`src/hdl/pmt_defs.svh`:
```
// Purpose: offsets, bit positions, widths and reset values of the pm1 control/timer block
// Assumes: byte-wide system i/o accesses relative to a programmable block base
// Notes: definitions only
`ifndef PMT_DEFS_SVH
`define PMT_DEFS_SVH

`define PMT_ADDR_W 16
`define PMT_OFS_EN_UPPER 4'h3
`define PMT_OFS_CTRL_LOW 4'h4
`define PMT_OFS_CTRL_2ND 4'h5
`define PMT_OFS_CTRL_3RD 4'h6
`define PMT_OFS_CTRL_4TH 4'h7
`define PMT_OFS_TMR_LOW 4'h8
`define PMT_OFS_TMR_MID 4'h9
`define PMT_OFS_TMR_HIGH 4'hA
`define PMT_OFS_TMR_TOP 4'hB
`define PMT_OFS_LAST 4'hB

`define PMT_BIT_SCI_SELECT 0
`define PMT_BIT_BM_RELOAD 1
`define PMT_BIT_GLOBAL_RELEASE 2

`define PMT_TMR_W 24
`define PMT_TMR_MSB 23
`define PMT_TMR_FREQ_HZ 3579545
`define PMT_TMR_RESET 24'h00_0000
`define PMT_CTRL_RESET 3'h0
`define PMT_BYTE_ZERO 8'h00

`endif

```
`src/hdl/pmt_pkg.sv`:
```
// Purpose: types shared by the pm1 control/timer block
// Assumes: pmt_defs.svh supplies all numbers
// Notes: control register low byte carried as one packed struct
package pmt_pkg;

  // writable bits of the control low byte, bit 0 at the bottom
  typedef struct packed {
    logic global_release;
    logic bus_master_reload_enable;
    logic sci_select;
  } pmt_ctrl_t;

endpackage

```
`src/hdl/pmt_pm1_timer.sv`:
```
// Purpose: pm1 control low byte, 24-bit pm timer with carry status, sci/smi routing
// Assumes: i/o strobes come from logic on clk_i; chip_input_clock_i is a slow pin
// Notes: master reset is sys_rst_i; timer ticks on rising edges of the synced pin clock
// What this block does
// - 24-bit timer counts only in working state
// - reset clears timer, then counts while clocked
// - stopped input clock holds count, resumes later
// - bit 23 toggle either way sets carry
// - carry enable plus carry status raises sci when sci select is set, or smi when sci select is clear and smi route enable is set
// - timer bytes readable at 8h, 9h, ah
// - sci select picks sci, else smi route
// - reload enable and bus master control interrupt
// - global release with firmware enable raises smi
// - reserved offsets and bits read zero
// - carry status cleared only by its clear input or master reset
// - release sets status; status clear clears both
// - timer run bit gates the timer
// - bus master interrupt is an sci when sci select is set, else an smi if smi route enable is set
`include "pmt_defs.svh"
`timescale 1ns/1ps
`default_nettype none

module pmt_pm1_timer
  import pmt_pkg::*;
#(
  // only the default width gives the bit-23 carry; a narrower timer lets a
  // short run reach carry and wrap
  parameter int unsigned TMR_W = `PMT_TMR_W
)
(
  input wire logic clk_i,
  input wire logic sys_rst_i,
  input wire logic [`PMT_ADDR_W-1:0] io_base_i,
  input wire logic [`PMT_ADDR_W-1:0] io_addr_i,
  input wire logic io_rd_i,
  input wire logic io_wr_i,
  input wire logic [7:0] io_wdata_i,
  output logic [7:0] io_rdata_o,
  output logic io_hit_o,
  input wire logic chip_input_clock_i,
  input wire logic working_state_i,
  input wire logic timer_run_i,
  input wire logic timer_carry_enable_i,
  input wire logic timer_carry_status_clr_i,
  input wire logic smi_route_enable_i,
  input wire logic bus_master_control_i,
  input wire logic firmware_release_enable_i,
  input wire logic firmware_release_status_clr_i,
  output logic timer_carry_status_o,
  output logic firmware_release_status_o,
  output logic global_release_o,
  output logic sci_o,
  output logic smi_o
);

  // true when an increment carries out of the bits below the top, i.e. the top bit flips
  function automatic logic msb_flips(input logic [TMR_W-1:0] v);
    msb_flips = &v[TMR_W-2:0];
  endfunction

  localparam int unsigned FULL_W = `PMT_TMR_W;

  logic [2:0] clk_sync_q;
  logic [1:0] work_sync_q;
  logic [TMR_W-1:0] count_q;
  logic [FULL_W-1:0] count_full;
  pmt_ctrl_t ctrl_q;
  logic tcs_q;
  logic fws_q;
  logic tick;
  logic [`PMT_ADDR_W-1:0] ofs_full;
  logic in_block;
  logic [3:0] ofs;
  logic ctrl_wr;
  logic rel_set;
  logic pm_event;

  // pin clock and working level pass two flops; bit 2 only serves edge detection
  always_ff @(posedge clk_i or posedge sys_rst_i) begin
    if (sys_rst_i) begin
      clk_sync_q <= 3'h0;
      work_sync_q <= 2'h0;
    end else begin
      clk_sync_q <= {clk_sync_q[1:0], chip_input_clock_i};
      work_sync_q <= {work_sync_q[0], working_state_i};
    end
  end

  // a stopped pin clock gives no edges, so the count simply holds
  assign tick = clk_sync_q[1] & ~clk_sync_q[2] & work_sync_q[1] & timer_run_i;

  // free-running counter, cleared only by master reset
  always_ff @(posedge clk_i or posedge sys_rst_i) begin
    if (sys_rst_i) begin
      count_q <= TMR_W'(`PMT_TMR_RESET);
    end else if (tick) begin
      count_q <= count_q + TMR_W'(24'h00_0001);
    end
  end

  // read view is always three bytes; a narrower timer reads zero above its top
  assign count_full = FULL_W'(count_q);

  // carry status: hardware set beats a software clear in the same cycle
  always_ff @(posedge clk_i or posedge sys_rst_i) begin
    if (sys_rst_i) begin
      tcs_q <= 1'b0;
    end else if (tick && msb_flips(count_q)) begin
      tcs_q <= 1'b1;
    end else if (timer_carry_status_clr_i) begin
      tcs_q <= 1'b0;
    end
  end

  // address decode relative to the programmable base
  assign ofs_full = io_addr_i - io_base_i;
  assign in_block = (ofs_full <= {{(`PMT_ADDR_W-4){1'b0}}, `PMT_OFS_LAST});
  assign ofs = ofs_full[3:0];
  assign ctrl_wr = io_wr_i && in_block && (ofs == `PMT_OFS_CTRL_LOW);
  assign rel_set = ctrl_wr && io_wdata_i[`PMT_BIT_GLOBAL_RELEASE];

  // control low byte; global release is set by writing one, cleared via status
  always_ff @(posedge clk_i or posedge sys_rst_i) begin
    if (sys_rst_i) begin
      ctrl_q <= `PMT_CTRL_RESET;
    end else begin
      if (ctrl_wr) begin
        ctrl_q.sci_select <= io_wdata_i[`PMT_BIT_SCI_SELECT];
        ctrl_q.bus_master_reload_enable <= io_wdata_i[`PMT_BIT_BM_RELOAD];
      end
      if (rel_set) begin
        ctrl_q.global_release <= 1'b1;
      end else if (firmware_release_status_clr_i) begin
        ctrl_q.global_release <= 1'b0;
      end
    end
  end

  // firmware release status follows a set of global release; set wins over clear
  always_ff @(posedge clk_i or posedge sys_rst_i) begin
    if (sys_rst_i) begin
      fws_q <= 1'b0;
    end else if (rel_set) begin
      fws_q <= 1'b1;
    end else if (firmware_release_status_clr_i) begin
      fws_q <= 1'b0;
    end
  end

  // read data registered one cycle after the strobe; reserved space reads zero
  always_ff @(posedge clk_i or posedge sys_rst_i) begin
    if (sys_rst_i) begin
      io_rdata_o <= `PMT_BYTE_ZERO;
      io_hit_o <= 1'b0;
    end else begin
      io_hit_o <= io_rd_i && in_block && (ofs >= `PMT_OFS_EN_UPPER);
      io_rdata_o <= `PMT_BYTE_ZERO;
      if (io_rd_i && in_block) begin
        unique case (ofs)
          `PMT_OFS_CTRL_LOW: io_rdata_o <= {5'h00, ctrl_q};
          `PMT_OFS_TMR_LOW: io_rdata_o <= count_full[7:0];
          `PMT_OFS_TMR_MID: io_rdata_o <= count_full[15:8];
          `PMT_OFS_TMR_HIGH: io_rdata_o <= count_full[23:16];
          default: io_rdata_o <= `PMT_BYTE_ZERO;
        endcase
      end
    end
  end

  // power-management events: enabled timer carry and bus-master reload
  assign pm_event = (timer_carry_enable_i & tcs_q)
    | (ctrl_q.bus_master_reload_enable & bus_master_control_i);

  // interrupt routing; release-to-firmware always goes to smi
  always_ff @(posedge clk_i or posedge sys_rst_i) begin
    if (sys_rst_i) begin
      sci_o <= 1'b0;
      smi_o <= 1'b0;
      timer_carry_status_o <= 1'b0;
      firmware_release_status_o <= 1'b0;
      global_release_o <= 1'b0;
    end else begin
      sci_o <= pm_event & ctrl_q.sci_select;
      smi_o <= (pm_event & ~ctrl_q.sci_select & smi_route_enable_i)
        | (ctrl_q.global_release & firmware_release_enable_i);
      timer_carry_status_o <= tcs_q;
      firmware_release_status_o <= fws_q;
      global_release_o <= ctrl_q.global_release;
    end
  end
endmodule // pmt_pm1_timer
`default_nettype wire

```
`config.mk`:
```
export PLATFORM = sky130hd
export DESIGN_NAME = pmt_pm1_timer
export DESIGN_NICKNAME = d
export VERILOG_FILES = /design/src/hdl/pmt_pkg.sv /design/src/hdl/pmt_pm1_timer.sv
export VERILOG_INCLUDE_DIRS = /design/src /design/src/hdl
export SDC_FILE = /design/constraint.sdc
export NUM_CORES = 1
export LEC_CHECK = 0
export ABC_AREA = 1
export BUFFER_PORTS_ARGS = -buffer_cell sky130_fd_sc_hd__buf_2
export CORE_MARGIN = 1.5
export CORE_UTILIZATION = 40
export CTS_CLUSTER_DIAMETER = 150
export DETAILED_ROUTE_END_ITERATION = 10
export SKIP_CTS_REPAIR_TIMING = 1
export SYNTH_ARGS = -nofsm -noshare
export SYNTH_HDL_FRONTEND = slang
export SYNTH_SLANG_ARGS = --single-unit
```
`constraint.sdc`:
```
create_clock -name clk_i -period 2.2 [get_ports clk_i]
set_clock_uncertainty 0.05 [all_clocks]
set_input_delay 0.44 -clock clk_i [delete_from_list [all_inputs] [get_ports clk_i]]
set_output_delay 0.44 -clock clk_i [all_outputs]
set_load 0.005 [all_outputs]
```
Word level (Yosys, flattened, before mapping)

Cells that the tools add are included.

Flip-flop bits (word level): 46
Bits of input ports: 53
Logic and storage cells: 49

Add/sub/neg operators: 2
$lt $le $gt $ge: 2
Equality and inequality tests: 4
Mux-type cells: 6
Bitwise gates (word level): 13
Reductions and logical operators: 9

Operators by type and width:

| kind                                                                    | count |
|---|---|
| 8-bit case mux with 4 select lines                                      | 1 |
| 24-bit by 1-bit adder with 24-bit output (second input constant)        | 1 |
| 23-bit AND reduction                                                    | 1 |
| 16-bit by 4-bit <= comparator with 1-bit output (second input constant) | 1 |
| 16-bit subtractor                                                       | 1 |
| 4-bit == test (second input constant)                                   | 3 |
| 1-bit AND                                                               | 9 |
| 8-bit 2-to-1 mux                                                        | 1 |
| 1-bit logical AND                                                       | 6 |
| 4-bit by 3-bit == test with 1-bit output (second input constant)        | 1 |
| 4-bit by 2-bit >= comparator with 1-bit output (second input constant)  | 1 |
| 1-bit 2-to-1 mux                                                        | 4 |
| 2-bit nonzero test                                                      | 2 |
| 1-bit NOT                                                               | 2 |
| 1-bit OR                                                                | 2 |

Depth between registers and ports, before layout

Depth in word-level cells: 6
Depth in mapped cells: 18

Worst setup path after synthesis

Ideal clock, no wire load.

Kind: input-to-reg
From: in io_addr_i[0]
To: reg ctrl_q[1] (netlist name)
Arrival time: 2.099 ns
Required time: 2.033 ns
Setup slack: -0.066 ns
Stages on the path: 17
Buffers on the path: 0
Cells stage by stage: inv_1 -> ha_1 -> fa_1 -> inv_1 -> nand2_1 -> nand2_1 -> nand3_2 -> nand2_2 -> nand2_1 -> nand3_1 -> nand2_1 -> nor2_1 -> nand2_1 -> nor2_4 -> nand3_1 -> nand2_1 -> nand2_1

Word-level cells in the longest chain between the ends: 4
Elaborated cells between the ends (all ways): 5
Those cells by class: add/sub: 1; order compare: 1; eq/ne: 1; reduce/logical: 2

RTL lines:

| what                                            | RTL line             | source |
|---|---|---|
| from (decl)                                     | pmt_pm1_timer.sv:34  | `` input wire logic [`PMT_ADDR_W-1:0] io_addr_i, `` |
| 16-bit subtractor *                             | pmt_pm1_timer.sv:116 | `assign ofs_full = io_addr_i - io_base_i;` |
| 16-bit by 4-bit <= comparator with 1-bit output | pmt_pm1_timer.sv:117 | `` assign in_block = (ofs_full <= {{(`PMT_ADDR_W-4){1'b0}}, `PMT_OFS_LAST}); `` |
| 1-bit logical AND                               | pmt_pm1_timer.sv:119 | `` assign ctrl_wr = io_wr_i && in_block && (ofs == `PMT_OFS_CTRL_LOW); `` |
| 1-bit logical AND *                             | pmt_pm1_timer.sv:119 |  |
| to (signal assigned)                            | pmt_pm1_timer.sv:125 | `` ctrl_q <= `PMT_CTRL_RESET; `` |
| to (decl)                                       | pmt_pm1_timer.sv:67  | `pmt_ctrl_t ctrl_q;` |

Every way passes the cells marked *; elsewhere a longest branch is shown, timed or not.
A chain may end at the register's enable or synchronous reset.

Worst setup path after layout

From: in io_addr_i[0]
To: reg io_rdata_o[3]

Word-level cells in the longest chain between the ends: 4
Elaborated cells between the ends (all ways): 9
Those cells by class: add/sub: 1; order compare: 1; eq/ne: 4; mux: 2; reduce/logical: 1

RTL lines:

| what                                                                           | RTL line                                   | source |
|---|---|---|
| 16-bit subtractor *                                                            | pmt_pm1_timer.sv:116                       |  |
| 16-bit by 4-bit <= comparator with 1-bit output (tied with other cells)        | pmt_pm1_timer.sv:117                       |  |
| 1-bit logical AND / 8-bit case mux with 4 select lines (equally long branches) | pmt_pm1_timer.sv:158, pmt_pm1_timer.sv:159 |  |
| 8-bit 2-to-1 mux *                                                             | pmt_pm1_timer.sv:158                       | `if (io_rd_i && in_block) begin` |
| to (signal assigned)                                                           | pmt_pm1_timer.sv:157                       | `` io_rdata_o <= `PMT_BYTE_ZERO; `` |
| to (signal assigned)                                                           | pmt_pm1_timer.sv:160                       | `` `PMT_OFS_CTRL_LOW: io_rdata_o <= {5'h00, ctrl_q}; `` |
| to (signal assigned)                                                           | pmt_pm1_timer.sv:161                       | `` `PMT_OFS_TMR_LOW: io_rdata_o <= count_full[7:0]; `` |
| to (decl)                                                                      | pmt_pm1_timer.sv:38                        | `output logic [7:0] io_rdata_o,` |

Marks and branches as above.

==> run_results.csv <==
group,metric,value,unit
status,outcome,"finished with violations",
status,violations,"setup timing",
power_and_ir_drop,p_int,1488,µW
timing,fin_ws,-0.005244,ns
clocking,cts_buffer_depth,2,
grt,antenna_found_initial,0,
floorplanning,num_rows,32,
synthesis,synth_flop_cell,"dfrtp_1",
setup_path,end_kind,"register",
synthesis,yosys.area.top_type_share,0.3605,
synthesis,synthMostInstantiatedCell,"nand2_1",
run,drv_cap,0,
clocking,clkLatencyLatePin,0.30,ns
synthesis,ys_seq_area_frac,0.3605,
timing,period_minus_slack,2.205,ns
floorplanning,dieArea,0.008528,mm²
route,wl_per_cell,11.79,µm
timing,grt_setup_unrepaired,"yes",
timing,setup_violations,2,
power_and_ir_drop,comb_power_share,0.276,
setup_path,ff2ff_path_depth,9,
floorplanning,design.core.area,0.007727,mm²
route,vias_per_cell,4.682,
floorplanning,start_util,0.4132,
synthesis,synth_cells,433,
synthesis,syn_nets,503,
setup_path,path_class,"input port to register",
place,dpl_cell_area,0.003834,mm²
floorplanning,die_w,92.35,µm
setup_path,r2r-end,"count_full[22]",
clocking,cts.sinks,46,
finish,fillCellCount,752,
route,first_pass_iters,4,
synthesis,synth_area_leader_cell,"dfrtp_1",
finish,fin_util,0.5283,
power_and_ir_drop,pwr-share-seq,0.435,
synthesis,synthTopCellsByCount,"nand2_1 (104), inv_1 (89), dfrtp_1 (46)",
finish,final_area,0.004083,mm²
route,wirelength,7461,µm
clocking,cts_tree,"yes",
synthesis,synth_area,0.003193,mm²
finish,syn2layout_area_growth,27.86,%
grt,grt_pass1_vias,2837,
timing,fin_tns_setup,-0.006722,ns
synthesis,synth_area_leaders,"dfrtp_1 (36%), nand2_1 (12%), inv_1 (10%), ha_1 (6.3%), xor2_1 (6.0%)",
timing,worst_pin_slew,0.5019,ns
setup_path,cp.required,2.39,ns
power_and_ir_drop,ir_drop,258.0,µV
finish,multi_input_area,0.001804,mm²
clocking,cts_buffers,5,
timing,hold_viol_final,0,
synthesis,synth-edff-count,0,
grt,grt_usage,0.1815,
power_and_ir_drop,sw_frac_of_total,0.3161,
route,vias,2964,
synthesis,yosysWarnings,0,
route,ant_nets,0,
finish,antennaDiodeCount,0,
power_and_ir_drop,power_density,532.8,mW/mm²
route,drc_errors,0,
place,gp_congestion,0.8511,
timing,relSlewSlack,0.6654,
grt,grt_pass1_wl,12500,µm
clocking,htreeDepth,2,
worst_hold_path,worstHoldPathType,"input port to register",
setup_path,critPathLaunch,"io_addr_i[0]",
synthesis,yosys_register_bits,46,
grt,grt.overflow.total,0,
setup_path,ff2ff_setup_slack,0.22,ns
setup_path,cp_max_fo,5,
place,portBuffers,61,
route,drtIter0Drc,144,
clocking,clk_pin_slew,0.09,ns
timing,period_share,1.002,
grt,grt_max_degree,41,
timing,slew_violations,0,
power_and_ir_drop,p_clk_frac,0.288,
place,hpwl,5988,µm
synthesis,synth.distinct_cells,36,
setup_path,crit_path_start_kind,"input port",
clocking,clock-root-buffer,"clkbuf_8",
synthesis,avgSynthCellArea,7.374,µm²
finish,regArea,0.001151,mm²
finish,drive_gt1_frac,0.2768,
setup_path,r2r_start,"count_full[0]",
setup_path,worstSetupEndpoint,"io_rdata_o[3]",
power_and_ir_drop,p_switching,687.6,µW
setup_path,critPathArrivalTime,2.40,ns
finish,nets,600,
timing,fmax,453.5,MHz
power_and_ir_drop,p_leak,0.002314,µW
floorplanning,chipHeight,92.35,µm
synthesis,async_flop_share,1.000,
floorplanning,io_pins,67,
## worst max-delay path: stages
cell	delay [ns]
buf_6	0.07
inv_4	0.03
ha_4	0.15
fa_2	0.37
inv_2	0.07
nand2_2	0.05
nand2_2	0.08
nand3_2	0.10
nand2_4	0.11
nand2_2	0.07
nand3_2	0.06
nand2_1	0.05
nor2_1	0.09
nand2_1	0.10
nor2_4	0.24
nand3_4	0.17
nor2_2	0.13
## placed cells by master (no fill, tap or decap), drive strengths merged
master / count
o21bai: 1
or2: 2
xnor2: 3
a22o: 1
clkinvlp: 2
o21ai: 5
nand4: 11
inv: 90
nand3: 36
nand3b: 5
a21oi: 16
nand2: 110
fa: 1
ha: 16
dfrtp: 46
xor2: 22
a32o: 1
nor2: 44
bufinv: 1
clkbuf: 5
or3b: 1
nor3: 9
dlygate4sd3: 1
a211oi: 1
nor4b: 1
and2: 1
o22ai: 8
buf: 89
clkinv: 1
nor4: 1
## final cells by class
cell class	instances	share of cell area
well taps	102	0.03126
flip-flops and latches	46	0.2819
repair buffers	90	0.1327
multi-input cells	296	0.4419
inverters	91	0.08428
clock inverters	3	0.01103
clock buffers	5	0.01686
## state kept, by name, summed over array words and instances, names as in the netlist, 2 cells and up
signal and cells:
count_full 24, io_rdata_o 8, clk_sync_q 3, ctrl_q 2, work_sync_q 2
## cell families (layout without fill, tap and decap cells)
logic type,count (synthesis),in the layout,synth area share
AO/OA/AOI/OAI,33,33,0.06388
flip-flops,46,46,0.3605
XOR/XNOR,25,25,0.06857
adder cells (fa/ha/maj),17,17,0.06897
AND/OR/NAND/NOR,220,221,0.3288
buffers and inverters,92,189,0.1093
## worst min path at each step
stage	slack [ns]	end	startpoint	cells past startpoint
final	0.20	clk_sync_q[0]	chip_input_clock_i	1
after global routing	0.18	clk_sync_q[0]	chip_input_clock_i	1
after CTS	-0.04	ctrl_q[0]	sys_rst_i	2
after detailed placement	0.29	clk_sync_q[1]	sys_rst_i	2
after global placement	0.29	clk_sync_q[1]	sys_rst_i	2
after floorplan	0.28	clk_sync_q[1]	clk_sync_q[0]	0
## power by group through the flow
| stage | Sequential [µW] | Clock [µW] | Combinational (µW) |
|---|---|---|---|
| 3_3_place_gp | 963 | 0 | 556 |
| 4_1_cts | 948 | 643 | 572 |
| 5_1_grt | 953 | 683 | 687 |
| 3_5_place_dp | 964 | 0 | 569 |
| 6_report | 947 | 627 | 601 |
| 2_1_floorplan | 947 | 0 | 377 |
## per-layer routing
layer	wire length (µm)	vias to the layer above	share of wire	global-route usage
met4	148	0	0.020	0.05641
met3	284	9	0.038	0.02463
met5	0	-	0	0
met2	3553	78	0.48	0.3070
met1	3475	1332	0.47	0.2395
li1	-	1545	-	-
## per-stage QoR
step,instances,setup WS [ns],hold slack [ns],total power (µW)
floorplan,433,0.01223,0.2812,1324
global placement,623,-0.2298,0.2855,1519
detailed placement,623,-0.2625,0.2902,1533
CTS,631,0.05615,-0.03889,2163
global route,633,-0.09896,0.1781,2323
finish,633,-0.005244,0.1983,2175
No activity file was read; power rests on OpenSTA's default activity.
